`src/verilog/spp_map.vh`:
```
// Constants for the serial peripheral port: widths, depths and timing
`ifndef SPP_MAP_VH
`define SPP_MAP_VH
`define SPP_WORD_BITS   8
`define SPP_FIFO_DEPTH  4
`define SPP_DIV_DEFAULT 4
`define SPP_CNT_BITS    4
`endif

```
`src/verilog/spp_port.v`:
```
// Serial peripheral port with master and slave modes and a transmit FIFO
// Summary of operation
// - Port runs as master or slave.
// - Slave shifts only while select asserted.
// - Select pin is always an input.
// - Select asserted during master mode flags error.
// - Master never drives select; software GPIO does.
// - Shift clock toggles only during transfers.
// - All four polarity/phase combinations selectable.
// - Master drives clock, out on MOSI, in MISO.
// - Slave uses external clock, in MOSI, out MISO.
`timescale 1ns/1ps
`include "spp_map.vh"

module spp_fifo #(
    parameter WIDTH = `SPP_WORD_BITS,
    parameter DEPTH = `SPP_FIFO_DEPTH,
    parameter AW    = 2
) (
    // Clock and reset
    input  wire             clk,
    input  wire             sys_rst,
    // Fill side
    input  wire [WIDTH-1:0] inData,
    input  wire             inValid,
    output wire             inReady,
    // Drain side
    output wire [WIDTH-1:0] outData,
    output wire             outValid,
    input  wire             outReady
);
    reg [WIDTH-1:0] mem [0:DEPTH-1];
    reg [AW-1:0]    wrPtr;
    reg [AW-1:0]    rdPtr;
    reg [AW:0]      count;
    wire            doWr;
    wire            doRd;

    assign inReady  = (count != DEPTH[AW:0]);
    assign outValid = (count != {(AW+1){1'b0}});
    assign outData  = mem[rdPtr];
    assign doWr     = inValid && inReady;
    assign doRd     = outValid && outReady;

    // Pointers and occupancy
    always @(posedge clk) begin
        if (sys_rst) begin
            wrPtr <= {AW{1'b0}};
            rdPtr <= {AW{1'b0}};
            count <= {(AW+1){1'b0}};
        end else begin
            if (doWr) begin
                mem[wrPtr] <= inData;
                wrPtr      <= wrPtr + 1'b1;
            end
            if (doRd)
                rdPtr <= rdPtr + 1'b1;
            if (doWr && !doRd)
                count <= count + 1'b1;
            else if (doRd && !doWr)
                count <= count - 1'b1;
        end
    end
endmodule

module spp_port #(
    parameter WIDTH = `SPP_WORD_BITS,
    parameter DIV   = `SPP_DIV_DEFAULT
) (
    // Clock and reset
    input  wire             clk,
    input  wire             sys_rst,
    // Configuration
    input  wire             masterMode,
    input  wire             clkPolarity,
    input  wire             clkPhase,
    // Transmit stream
    input  wire [WIDTH-1:0] txData,
    input  wire             txValid,
    output wire             txReady,
    // Receive stream and status
    output reg  [WIDTH-1:0] rxData,
    output reg              rxValid,
    output reg              busy,
    output reg              multiMasterError,
    input  wire             errorClear,
    // Pins
    input  wire             masterOutLineIn,
    output reg              masterOutLineOut,
    output reg              masterOutLineOe,
    input  wire             masterInLineIn,
    output reg              masterInLineOut,
    output reg              masterInLineOe,
    input  wire             shiftClockIn,
    output reg              shiftClockOut,
    output reg              shiftClockOe,
    input  wire             slaveSelectInputN
);
    localparam ST_IDLE = 2'd0;
    localparam ST_MRUN = 2'd1;
    localparam ST_SRUN = 2'd2;
    localparam CW      = `SPP_CNT_BITS;

    // Three-stage synchronisers for pin inputs
    reg [2:0]   sckSync;
    reg [2:0]   selSync;
    reg [2:0]   mosiSync;
    reg [2:0]   misoSync;
    reg         sckLvl;
    reg         selLvl;
    reg [1:0]   state;
    reg [WIDTH-1:0] shReg;
    reg [CW-1:0] bitCnt;
    reg [7:0]   divCnt;
    reg         edgeHalf;
    wire [WIDTH-1:0] fData;
    wire        fValid;
    reg         fTake;
    wire        sckRise;
    wire        sckFall;
    wire        selOn;
    wire        leadEdge;
    wire        trailEdge;
    wire        selAgree;
    wire        sckAgree;

    spp_fifo #(.WIDTH(WIDTH), .DEPTH(`SPP_FIFO_DEPTH), .AW(2)) uFifo (
        .clk      (clk),
        .sys_rst  (sys_rst),
        .inData   (txData),
        .inValid  (txValid),
        .inReady  (txReady),
        .outData  (fData),
        .outValid (fValid),
        .outReady (fTake)
    );

    // A change counts only once stages two and three agree
    assign sckAgree = (sckSync[1] == sckSync[2]);
    assign selAgree = (selSync[1] == selSync[2]);
    always @(posedge clk) begin
        if (sys_rst) begin
            sckSync <= 3'h0;
            selSync <= 3'h7;
            mosiSync <= 3'h0;
            misoSync <= 3'h0;
            sckLvl <= 1'b0;
            selLvl <= 1'b1;
        end else begin
            sckSync  <= {sckSync[1:0], shiftClockIn};
            selSync  <= {selSync[1:0], slaveSelectInputN};
            mosiSync <= {mosiSync[1:0], masterOutLineIn};
            misoSync <= {misoSync[1:0], masterInLineIn};
            if (sckAgree)
                sckLvl <= sckSync[2];
            if (selAgree)
                selLvl <= selSync[2];
        end
    end

    assign sckRise = sckAgree && sckSync[2] && !sckLvl;
    assign sckFall = sckAgree && !sckSync[2] && sckLvl;
    assign selOn   = !selLvl;
    // Leading edge leaves idle level; polarity picks which way
    assign leadEdge  = clkPolarity ? sckFall : sckRise;
    assign trailEdge = clkPolarity ? sckRise : sckFall;

    // Transfer engine for both modes
    always @(posedge clk) begin
        if (sys_rst) begin
            state <= ST_IDLE;
            shReg <= {WIDTH{1'b0}};
            bitCnt <= {CW{1'b0}};
            divCnt <= 8'h00;
            edgeHalf <= 1'b0;
            rxData <= {WIDTH{1'b0}};
            rxValid <= 1'b0;
            busy <= 1'b0;
            fTake <= 1'b0;
            multiMasterError <= 1'b0;
            masterOutLineOut <= 1'b0;
            masterOutLineOe <= 1'b0;
            masterInLineOut <= 1'b0;
            masterInLineOe <= 1'b0;
            shiftClockOut <= 1'b0;
            shiftClockOe <= 1'b0;
        end else begin
            rxValid <= 1'b0;
            fTake <= 1'b0;
            // Set beats clear so a collision is never lost
            if (masterMode && selOn)
                multiMasterError <= 1'b1;
            else if (errorClear)
                multiMasterError <= 1'b0;
            // Pin directions follow mode
            shiftClockOe    <= masterMode;
            masterOutLineOe <= masterMode;
            masterInLineOe  <= !masterMode && selOn;
            case (state)
            ST_IDLE: begin
                busy <= 1'b0;
                shiftClockOut <= clkPolarity; // Idle level
                bitCnt <= {CW{1'b0}};
                edgeHalf <= 1'b0;
                divCnt <= 8'h00;
                if (masterMode && fValid && !fTake && !selOn) begin
                    shReg <= fData;
                    fTake <= 1'b1;
                    busy <= 1'b1;
                    masterOutLineOut <= fData[WIDTH-1];
                    state <= ST_MRUN;
                end else if (!masterMode && selOn) begin
                    // Slave word comes from FIFO or zeros when empty
                    shReg <= fValid ? fData : {WIDTH{1'b0}};
                    fTake <= fValid;
                    busy <= 1'b1;
                    masterInLineOut <= fValid ? fData[WIDTH-1] : 1'b0;
                    state <= ST_SRUN;
                end
            end
            ST_MRUN: begin
                // Abort on collision; clock goes back to idle, pins stay driven
                if (!masterMode || selOn) begin
                    state <= ST_IDLE;
                end else if (divCnt == DIV[7:0] - 8'h01) begin
                    divCnt <= 8'h00;
                    shiftClockOut <= !shiftClockOut;
                    edgeHalf <= !edgeHalf;
                    // Phase 0 samples first half, phase 1 second
                    if (edgeHalf == clkPhase) begin
                        shReg <= {shReg[WIDTH-2:0], misoSync[2]};
                        bitCnt <= bitCnt + 1'b1;
                    end else if (bitCnt != {CW{1'b0}} || clkPhase)
                        masterOutLineOut <= shReg[WIDTH-1];
                    // Phase 0 ends on the trailing edge after all samples
                    if (edgeHalf && bitCnt == WIDTH[CW-1:0]
                        && !clkPhase) begin
                        rxData <= shReg;
                        rxValid <= 1'b1;
                        state <= ST_IDLE;
                    end
                    if (edgeHalf && clkPhase
                        && bitCnt == WIDTH[CW-1:0] - 1'b1) begin
                        rxData <= {shReg[WIDTH-2:0], misoSync[2]};
                        rxValid <= 1'b1;
                        state <= ST_IDLE;
                    end
                end else
                    divCnt <= divCnt + 8'h01;
            end
            ST_SRUN: begin
                // Deselect ends the slave frame
                if (masterMode || !selOn) begin
                    state <= ST_IDLE;
                end else if (clkPhase ? trailEdge : leadEdge) begin
                    shReg <= {shReg[WIDTH-2:0], mosiSync[2]};
                    // Next bit leaves with the sample edge; waiting for
                    // the other edge adds a sync delay onto the sample
                    masterInLineOut <= shReg[WIDTH-2];
                    if (bitCnt == WIDTH[CW-1:0] - 1'b1) begin
                        rxData <= {shReg[WIDTH-2:0], mosiSync[2]};
                        rxValid <= 1'b1;
                        bitCnt <= {CW{1'b0}};
                        state <= ST_IDLE;
                    end else
                        bitCnt <= bitCnt + 1'b1;
                end
            end
            default: state <= ST_IDLE;
            endcase
        end
    end
    // Slave select of external parts is a software GPIO
endmodule

```
`config.mk`:
```
export PLATFORM = sky130hd
export DESIGN_NAME = spp_port
export DESIGN_NICKNAME = d
export VERILOG_FILES = /design/src/verilog/spp_port.v
export VERILOG_INCLUDE_DIRS = /design/src /design/src/verilog
export SDC_FILE = /design/constraint.sdc
export NUM_CORES = 1
export LEC_CHECK = 0
export BUFFER_PORTS_ARGS = -buffer_cell sky130_fd_sc_hd__buf_2
export CAP_MARGIN = 10
export CORE_UTILIZATION = 55
export CTS_CLUSTER_DIAMETER = 50
export DETAILED_ROUTE_END_ITERATION = 6
export PLACE_DENSITY = 0.84
export REMOVE_ABC_BUFFERS = 1
export SYNTH_ARGS = -nofsm -noshare
export SYNTH_HDL_FRONTEND = slang
export SYNTH_HIERARCHICAL = 1
export SYNTH_SLANG_ARGS = --single-unit
```
`constraint.sdc`:
```
create_clock -name clk -period 4.6 [get_ports clk]
set_input_delay 0.23 -clock clk [delete_from_list [all_inputs] [get_ports clk]]
set_output_delay 0.23 -clock clk [all_outputs]
set_load 0.05 [all_outputs]
```
* Word-level counts from Yosys, hierarchy flattened
Memories as Yosys holds them, arrays and structs flattened. A register that Yosys moved wholly into a read port is not among the register bits.
Index checks and enable logic that the tools add are counted.
** Word-level totals
- Register bits :: 61
- RAM bits :: 32
- Bits of input ports :: 19
- Word-level logic and storage cells :: 185
- Memories kept :: 1
** Memories
- uFifo.mem :: depth 4, width 8, rd ports 1, clocked after memory_dff 1, wr ports 1, RTL line spp_port.v:32 : reg [WIDTH-1:0] mem [0:DEPTH-1];
** Cells by class
- Add/subtract/negate cells :: 6
- Equality and inequality tests :: 26
- Muxes and demuxes :: 79
- Bitwise logic cells :: 1
- Reduce and logical (&&, ||, !) cells :: 48
** Operator list (count)
- $mux W8 :: 17
- $mux W1 :: 33
- $pmux W8 S2 :: 2
- $mux W4 :: 6
- $pmux W8 S3 :: 1
- $mux W2 :: 11
- $ne A2 B2 Y1 const B :: 11
- $ne A3 B3 Y1 const B :: 6
- $logic_and A1 B1 Y1 :: 17
- $reduce_and A7 Y1 :: 2
- $pmux W4 S3 :: 1
- $reduce_and A6 Y1 :: 2
- $logic_not A1 Y1 :: 10
- $pmux W1 S2 :: 5
- $reduce_and A5 Y1 :: 2
- $reduce_bool A2 Y1 :: 5
- $add A8 B1 Y8 const B :: 1
- $eq A8 B2 Y1 const B :: 1
- $mux W3 :: 2
- $pmux W2 S3 :: 1
- $reduce_bool A3 Y1 :: 2
- $add A2 B1 Y2 const B :: 2
- $add A4 B1 Y4 const B :: 1
- $eq A4 B3 Y1 const B :: 1
- other kinds (14) :: 18

* Depth between registers and ports, before layout
Gate-level depths: netlist of run 1.
- Word-level depth :: 8
- Depth in mapped cells :: 9
- Mapped depth without buffers :: 9

* Hierarchy
Netlist of run 1, hierarchy kept.
** By module, submodules not included
- spp_port :: instances 1, cells an instance 293, area an instance 2648.8 µm²
- spp_fifo :: instances 1, cells an instance 90, area an instance 1635.3 µm²

* Least setup slack after synthesis of run 1
Ideal clock, no wire load.
- Path type :: reg-to-reg
- Start :: register uFifo.count[0]
- End :: register uFifo.count[2]
- Setup time :: 0.071 ns
- Arrival :: 1.996 ns
- Path slack :: 2.533 ns
- Cell stages (with the launch flop) :: 10
- Period minus slack after synthesis :: 2.067 ns
- Cells stage by stage :: dfxtp_1 > or3b_4 > nand2_4 > inv_4 > ha_1 > inv_1 > fa_1 > xor2_1 > or3_1 > a21oi_1
** Between the ends
- Word-level cells in the longest chain between the ends :: 5
** Ends and longest elaborated chain
- start: declaration :: RTL line spp_port.v:35 : reg [AW:0] count;
- start signal: assignment :: RTL line spp_port.v:50 : count <= {(AW+1){1'b0}};
- start signal: assignment :: RTL line spp_port.v:59 : count <= count + 1'b1;
- start signal: assignment :: RTL line spp_port.v:61 : count <= count - 1'b1;
- $ne A3 B3 Y1 * :: RTL line spp_port.v:39 : assign inReady = (count != DEPTH[AW:0]);
- net txReady :: RTL line spp_port.v:80 : output wire txReady,
- $logic_and A1 B1 Y1 * :: RTL line spp_port.v:42 : assign doWr = inValid && inReady;
- net uFifo.doWr :: RTL line spp_port.v:36 : wire doWr;
- $logic_not A1 Y1 :: RTL line spp_port.v:60 : else if (doRd && !doWr)
- $logic_and A1 B1 Y1 :: RTL line spp_port.v:60
- $reduce_bool A2 Y1 (no source line)
Mark *: on every way through the listed nets, which the timed path passes. The rest lies on a longest branch. The select of a mux whose other input is x is not followed.
A chain may end at the register's enable or synchronous reset.

* Worst setup path after layout of run 1
- Start :: register state[0]
- End :: register shiftClockOut
** Between the ends
- Word-level cells in the longest chain between the ends :: 3
** Ends and longest elaborated chain
- start: declaration :: RTL line spp_port.v:111 : reg [1:0] state;
- start signal: assignment :: RTL line spp_port.v:171 : state <= ST_IDLE;
- start signal: assignment :: RTL line spp_port.v:211 : state <= ST_MRUN;
- start signal: assignment :: RTL line spp_port.v:218 : state <= ST_SRUN;
- $eq A2 B1 Y1 or $logic_not A2 Y1 (tied branches) :: RTL line spp_port.v:199 : case (state)
- $ne A2 B2 Y1 (no source line) or $reduce_bool A2 Y1 (tied branches)
- $reduce_and A3 Y1 (no source line)
- end signal: assignment :: RTL line spp_port.v:202 : shiftClockOut <= clkPolarity;
- end signal: assignment :: RTL line spp_port.v:227 : shiftClockOut <= !shiftClockOut;
- end: declaration :: RTL line spp_port.v:95 : output reg shiftClockOut,
Parallel ways exist; a longest one is shown, timed or not.

==> results of run 1 <==
-- worst paths after layout --
kind                                   startpoint       endpoint  slack (ps)
worst max-delay path                     state[0]  shiftClockOut        2040
worst min-delay path            slaveSelectInputN     selSync[0]          50
worst max register to register           state[0]  shiftClockOut        2040
worst min register to register         selSync[0]     selSync[1]         410
-- flip-flops by register name, indices dropped and copies added (netlist names), 4 cells and up, named ones only --
| register | count |
|---|---|
| uFifo/mem | 32 |
| divCnt | 8 |
| rxData | 8 |
| bitCnt | 4 |
| shReg | 8 |
-- cells by family (layout without fill, tap and decap cells) --
logic type | count (synthesis) | count (layout) | synth area share, %
AOI/OAI and AO/OA | 71 | 71 | 11.0
xor gates and xnor gates | 12 | 12 | 2.45
adders and majority gates | 16 | 16 | 4.85
buffers and inverters | 33 | 68 | 3.45
DFF | 95 | 95 | 51.9
muxes | 24 | 24 | 8.38
and+or+nand+nor | 132 | 132 | 18.0
-- cells in the final DEF (no fill, tap or decap), types with 4 or more instances in the layout --
cell	count
clkbuf_8	9
a22oi_1	8
a21oi_1	16
nand4_1	8
mux2_2	7
nor3_1	17
xor2_1	10
edfxtp_1	32
ha_1	15
nor3b_1	4
a31oi_1	9
or2_2	6
mux4_2	8
dfxtp_1	63
a211oi_1	12
nand2_1	11
o21ai_0	8
inv_1	11
nor2_1	34
nand2b_1	7
mux2i_1	7
buf_4	4
nand3_1	7
nor2b_1	14
buf_2	36
-- layout make-up --
type / instances / area share [%]
Multi-Input combinational cell: 255 / 40.5
Inverter: 12 / 1.01
Timing Repair Buffer: 40 / 4.45
Tap cell: 99 / 2.62
Sequential cell: 95 / 47.0
Clock buffer: 10 / 2.70
Clock inverter: 6 / 1.64
-- power groups by stage --
stage	logic, mW	registers (mW)	clock network (mW)
2_1_floorplan	0.470	1.09	0
3_5_place_dp	0.650	1.08	0
6_report	0.662	1.06	0.564
5_1_grt	0.728	1.07	0.612
4_1_cts	0.657	1.06	0.576
3_3_place_gp	0.625	1.07	0
-- per-layer routing --
metal  global-route usage, %  vias to the layer above  share of wire (%)
li1                        -                     1463                  -
met1                    26.4                     1435                 45
met2                    33.6                      103                 48
met3                    5.56                        6                5.7
met4                    6.45                        0                1.2
met5                       0                        -                  0
-- critical path: stages, from the launching register on --
cell,delay (ps)
dfxtp_1,440
ha_1,580
nand3_1,320
nand2_2,260
a21boi_0,470
a21oi_1,120
a311oi_1,260
-- per-stage QoR --
step	util [%]	instances	setup WS [ps]	hold WS, ps	total power, mW
2_1_floorplan	-	362	2530	297	1.56
3_3_place_gp	61.0	501	2230	395	1.69
3_5_place_dp	61.0	501	2140	394	1.73
4_1_cts	63.8	517	2090	32.3	2.29
5_1_grt	63.8	517	1920	33.7	2.41
6_report	63.8	517	2040	49.1	2.28
==> impl_metrics.ini, run 1 <==
[outcome]
status = finished, final reports clean

[run]
drv_cap = 0

[power_and_ir_drop]
power_frac_comb_pct = 29.0
switching_power_mw = 0.789
internal_power_mw = 1.49
clock_power_share_pct = 24.7
power_frac_seq_pct = 46.3
vdd_ir_drop_max_mv = 0.232
powerDensity_nw_per_um2 = 484
p_sw_share_pct = 34.5
cellLeakagePower_nw = 1.78

[sta]
finalHoldViolCount = 0
finClkSkew_ps = 5.17
finalSetupViolations = 0
tightest_slew_ps = 1000
setup_tns_ps = 0
slew_headroom_pct = 33.2
slew_violations = 0
clock.fmax_mhz = 391
period_share_pct = 55.6
rsz0062_at_grt = false
period_needed_ps = 2560

[setup_path]
path_class = register to register
rr_worst_depth = 6
arrival_ps = 2820
end_kind = register
start_kind = register
worstPathMaxFanout = 15
worstPathRequired_ps = 4860

[logic_synthesis]
yosysWarnings = 6
syn_inst = 383
synth_edf_count = 32
synth_ff_type = dfxtp_1
seq_area_frac_synth_pct = 51.9
netlist_area_um2 = 4280
yosysMostFrequentCell = dfxtp_1
synth_area_leaders = dfxtp_1, edfxtp_1, ha_1, mux4_2, nor2_1
yosysTopAreaCell = dfxtp_1
syn_avg_cell_area_um2 = 11.2
ys_seq_elements = 95
synth_cell_types = 63
ys_top_cells_by_count = dfxtp_1, nor2_1, edfxtp_1
yosysTopAreaCellShare_pct = 29.4
async_flop_share_pct = 0

[placement]
hpwlAfterDp_um = 5490
gp_congestion = 0.871
dpl_cell_area_um2 = 4520
port_buffers = 36

[min_path]
hp-class = input pin to register
min_delay_path_depth = 2

[floorplan]
coreArea_um2 = 7410
die_y_um = 90.3
die_x_um = 90.3
die_area_um2 = 8150
fp-row-count = 31
ios = 37
initial_core_util_pct = 57.8

[drt]
antenna_left = 0
post-route-drc-count = 0
first_iter_violations = 120
vias = 3007
routed_wl_um = 7860
routedWlPerCell_um = 15.2
via_per_inst = 5.82
dr.pass1.iters = 4

[grt]
grt_pass1_vias = 2838
grt.overflow.total = 0
track_usage_pct = 20.5
grt_max_degree = 58
antenna_found_initial = 0
grt_pass1_wl_um = 13300

[clock_network]
clock_sinks = 95
clkLatencyLatePin_ps = 360
clk_pin_slew_ps = 90
cts_resized = 0
cts_buffers = 9
clockBufferDepth = 2
htreeDepth = 3
postCtsSetupBuffers = 0
cts_hold_buf = 0
cts_tree = yes
cts_root_buf = clkbuf_8

[cells_and_area]
area_growth_pct = 10.3
num_antenna_cells = 0
finalNetCount = 448
register_area_um2 = 2220
multi_input_area_um2 = 1910
fin_area_um2 = 4720
fillCellCount = 578
drive_above_1_share_pct = 21.8
Note: power is estimated with default switching activity, not from simulation.
==> run 2: changes to the inputs <==
- clock period: 4.6 -> 2.6 ns (I/O delays scaled with it)
==> impl_metrics.ini, run 2 (same netlist as run 1, synthesis figures left out) <==
[outcome]
status = finished, final reports clean

[drt]
antenna_left = 0
via_per_inst = 5.81
dr.pass1.iters = 5
first_iter_violations = 219
routedWlPerCell_um = 15.5
post-route-drc-count = 0
vias = 3093
routed_wl_um = 8230

[sta]
rsz0062_at_grt = false
clock.fmax_mhz = 454
finClkSkew_ps = 11.0
tightest_slew_ps = 715
finalHoldViolCount = 0
period_needed_ps = 2200
setup_tns_ps = 0
slew_violations = 0
period_share_pct = 84.7
slew_headroom_pct = 51.9
finalSetupViolations = 0

[run]
drv_cap = 0

[power_and_ir_drop]
power_frac_comb_pct = 29.8
internal_power_mw = 2.66
power_frac_seq_pct = 46.6
p_sw_share_pct = 34.1
vdd_ir_drop_max_mv = 0.482
switching_power_mw = 1.37
cellLeakagePower_nw = 1.84
powerDensity_nw_per_um2 = 830
design_power_total_mw = 4.03
clock_power_share_pct = 23.6

[floorplan]
ios = 37
die_x_um = 90.3
coreArea_um2 = 7410
die_y_um = 90.3
initial_core_util_pct = 57.8
die_area_um2 = 8150
fp-row-count = 31

[setup_path]
worstPathRequired_ps = 2840
rr_worst_depth = 6
worstPathMaxFanout = 8
arrival_ps = 2440
r2r_slack_ps = 400
end_kind = register
path_class = register to register
start_kind = register

[cells_and_area]
finalNetCount = 463
final_cell_count_no_fill = 532
largest_reg_flops = 32
regMostFlops = uFifo/mem
layout_commonest_cell = dfxtp_1
fillCellCount = 574
fin_area_um2 = 4860
drive_above_1_share_pct = 21.5
final_cell_mix = dfxtp_1, buf_2, nor2_1, edfxtp_1, nor3_1
num_antenna_cells = 0
area_growth_pct = 13.3

[grt]
antenna_found_initial = 0
track_usage_pct = 21.3
grt.overflow.total = 0
grt_pass1_vias = 2929
grt_pass1_wl_um = 13700
grt_max_degree = 34

[clock_network]
postCtsSetupBuffers = 0
cts_root_buf = clkbuf_8
cts_resized = 0
clock_sinks = 95
cts_buffers = 9
htreeDepth = 3
cts_tree = yes
clk_pin_slew_ps = 90
clkLatencyLatePin_ps = 360
clockBufferDepth = 2

[placement]
gp_congestion = 0.846
dp.cells = 504
port_buffers = 36
dpl_cell_area_um2 = 4540
hpwlAfterDp_um = 5810

[min_path]
min_delay_path_depth = 3
hp-class = input pin to register
run 2: path summary, 6_finish.rpt:
kind	start	to
worst max-delay path	divCnt[0]	rxData[5]
worst min-delay path	errorClear	multiMasterError
worst max register to register	divCnt[0]	rxData[5]
worst min register to register	selSync[0]	selSync[1]
run 2: critical path: stages (launching register included):
cell	delay, ps
dfxtp_1	430
ha_1	250
nor4b_4	280
nand2_2	140
or4_1	680
a21oi_1	220
nor3_1	70
run 2: what timing repair did:
action                     in CTS  in global routing
setup endpoints to repair       0                  0
hold buffers                   12                  0
hold endpoints to repair       36                  0
run 2: final cells by class:
cell class / instances / area, um2 / area share (%)
inverter: 12 / 47.5 / 0.979
tap: 99 / 124 / 2.55
clock inverter: 6 / 67.6 / 1.39
multi-input combinational: 255 / 1910 / 39.4
timing repair buffer: 55 / 353 / 7.27
sequential: 95 / 2220 / 45.8
clock buffer: 10 / 128 / 2.63
run 2: metrics by stage:
step	worst slack, ps	utilization (%)	hold WS, ps
final	399	65.5	36.0
after global routing	258	65.5	64.7
after CTS	425	65.5	30.1
after detailed placement	452	61.3	316
after global placement	570	61.3	318
after floorplan	534	-	197
run 2: per-layer routing:
metal  vias up  global-route usage [%]  part of all wire [%]
met4         0                    9.81                   2.2
met5         -                       0                     0
li1       1497                       -                     -
met3        21                    4.29                   4.7
met2       111                    35.7                    50
met1      1464                    26.4                    43
run 2: power by group through the flow:
stage               sequential, mW  combinational (mW)  clock (mW)
detailed placement            1.91                1.18           0
floorplan                     1.92               0.832           0
finish                        1.88                1.20       0.950
global route                  1.90                1.31        1.02
CTS                           1.88                1.20       0.968
global placement              1.89                1.14           0
==> run 3: changes to the inputs <==
- clock period: 2.6 -> 2.2 ns (I/O delays scaled with it)
==> impl_metrics.ini, run 3 (same netlist as run 1, synthesis figures left out) <==
[floorplan]
die_y_um = 90.3
die_area_um2 = 8150
die_x_um = 90.3
fp-row-count = 31
ios = 37
initial_core_util_pct = 57.8
coreArea_um2 = 7410

[sta]
finClkSkew_ps = 11.3
setup_tns_ps = 0
finalSetupViolations = 0
tightest_slew_ps = 591
finalHoldViolCount = 0
slew_headroom_pct = 60.5
clock.fmax_mhz = 482
slew_violations = 0
period_needed_ps = 2070
period_share_pct = 94.2
rsz0062_at_grt = false

[placement]
hpwlAfterDp_um = 5810
gp_congestion = 0.856
port_buffers = 36
dp.cells = 512

[power_and_ir_drop]
switching_power_mw = 1.67
cellLeakagePower_nw = 1.88
vdd_ir_drop_max_mv = 0.493
power_frac_seq_pct = 46.4
powerDensity_nw_per_um2 = 966
p_sw_share_pct = 35.0
clock_power_share_pct = 22.2
internal_power_mw = 3.09
power_frac_comb_pct = 31.3

[setup_path]
start_kind = register
crit_path_end = uFifo/count[2]
worstPathRequired_ps = 2500
crit_chain = o31ai_2 -> ha_1 -> inv_1 -> fa_1 -> xor2_1 -> or3_1 -> a21oi_1
rr_worst_depth = 7
end_kind = register
slowest_delay_ps = 380
r2r_end = uFifo/count[2]
cp.depth = 7
path_class = register to register
worst-path-buf-inv = 1
r2r_slack_ps = 130
arrival_ps = 2370
crit_path_top_delay_cell = fa_1
cp_top_family = adder cells
worstPathMaxFanout = 6
rr_startpoint = uFifo/count[1]
critPathLaunch = uFifo/count[1]

[outcome]
status = finished, final reports clean

[grt]
track_usage_pct = 21.0
grt.overflow.total = 0
antenna_found_initial = 0
grt_max_degree = 28
grt_pass1_wl_um = 13500
grt_pass1_vias = 2958

[clock_network]
cts_buffers = 9
cts_root_buf = clkbuf_8
clockBufferDepth = 2
clk_pin_slew_ps = 90
cts_tree = yes
postCtsSetupBuffers = 0
htreeDepth = 3
clkLatencyLatePin_ps = 370
clock_sinks = 95

[min_path]
hp-class = input pin to register

[cells_and_area]
regMostFlops = uFifo/mem
layout_commonest_cell = dfxtp_1
final_cell_count_no_fill = 541
fillCellCount = 574
final_cell_mix = dfxtp_1, buf_2, nor2_1, edfxtp_1, nor3_1
num_antenna_cells = 0
largest_reg_flops = 32
area_growth_pct = 15.0
drive_above_1_share_pct = 24.2
finalNetCount = 472

[drt]
routedWlPerCell_um = 14.9
via_per_inst = 5.68
first_iter_violations = 131
post-route-drc-count = 0
vias = 3074
routed_wl_um = 8080
dr.pass1.iters = 4
antenna_left = 0

[run]
drv_cap = 0
run 3: cell count changes in the layout (fill, tap and decap cells not counted):
cell	delta
a21boi_0	-1
a21boi_2	+1
buf_4	+8
bufinv_16	-1
clkinvlp_4	-1
dfxtp_1	-3
dfxtp_2	+3
dlygate4sd3_1	+1
inv_8	+2
o31ai_1	-1
o31ai_2	+1
or4_1	-1
or4_4	+1
run 3: routing by layer:
metal	global-route usage, %	vias up	wire [um]
met5	0	-	0
met4	7.93	0	119
met3	5.81	14	374
met2	35.1	78	3940
met1	26.0	1466	3650
li1	-	1516	-
run 3: cell type report:
cell class                      count  area, um2  area share, %
Sequential cell                    95       2230           45.2
Tap cell                           99        124           2.51
Clock inverter                      6       52.6           1.07
Timing Repair Buffer               64        423           8.58
Inverter                           12       47.5          0.965
Clock buffer                       10        128           2.59
Multi-Input combinational cell    255       1930           39.1
run 3: power by group through the flow:
stage	combinational [mW]	clock, mW	sequential (mW)
after floorplan	0.983	0	2.27
after global placement	1.39	0	2.22
after detailed placement	1.45	0	2.24
after CTS	1.47	1.08	2.20
after global routing	1.63	1.16	2.24
final	1.49	1.06	2.21
run 3: worst min-delay path by stage:
stage	slack [ps]	endpoint	cells past startpoint	start
detailed placement	300	selSync[0]	2	slaveSelectInputN
CTS	40	shiftClockOut	3	clkPolarity
global placement	290	selSync[0]	2	slaveSelectInputN
finish	50	shiftClockOut	3	clkPolarity
floorplan	180	sckSync[2]	1	sys_rst
global route	60	shiftClockOut	3	clkPolarity
run 3: through the flow:
stage | cell area [um2] | utilization [%] | hold slack, ps | total power [mW] | worst slack (ps)
3_5_place_dp | 4600 | 62.1 | 297 | 3.69 | 29.0
2_1_floorplan | 4180 | - | 177 | 3.26 | 134
5_1_grt | 4930 | 66.5 | 55.5 | 5.03 | 2.23
4_1_cts | 4910 | 66.3 | 37.7 | 4.75 | 16.1
3_3_place_gp | 4600 | 62.1 | 295 | 3.61 | 184
6_report | 4930 | 66.5 | 52.8 | 4.76 | 127
run 3: what timing repair did:
action | 4_1_cts | 5_1_grt
hold endpoints to repair | 37 | 0
endpoints found under the setup margin | 0 | 18
gates resized for setup | 0 | 7
hold buffers | 13 | 0
run 3: tightest hold or removal path: cells and delay by family:
family          cells  cell delay, ps
compound gates      1              80
buf+inv             1             120
simple gates        1              60
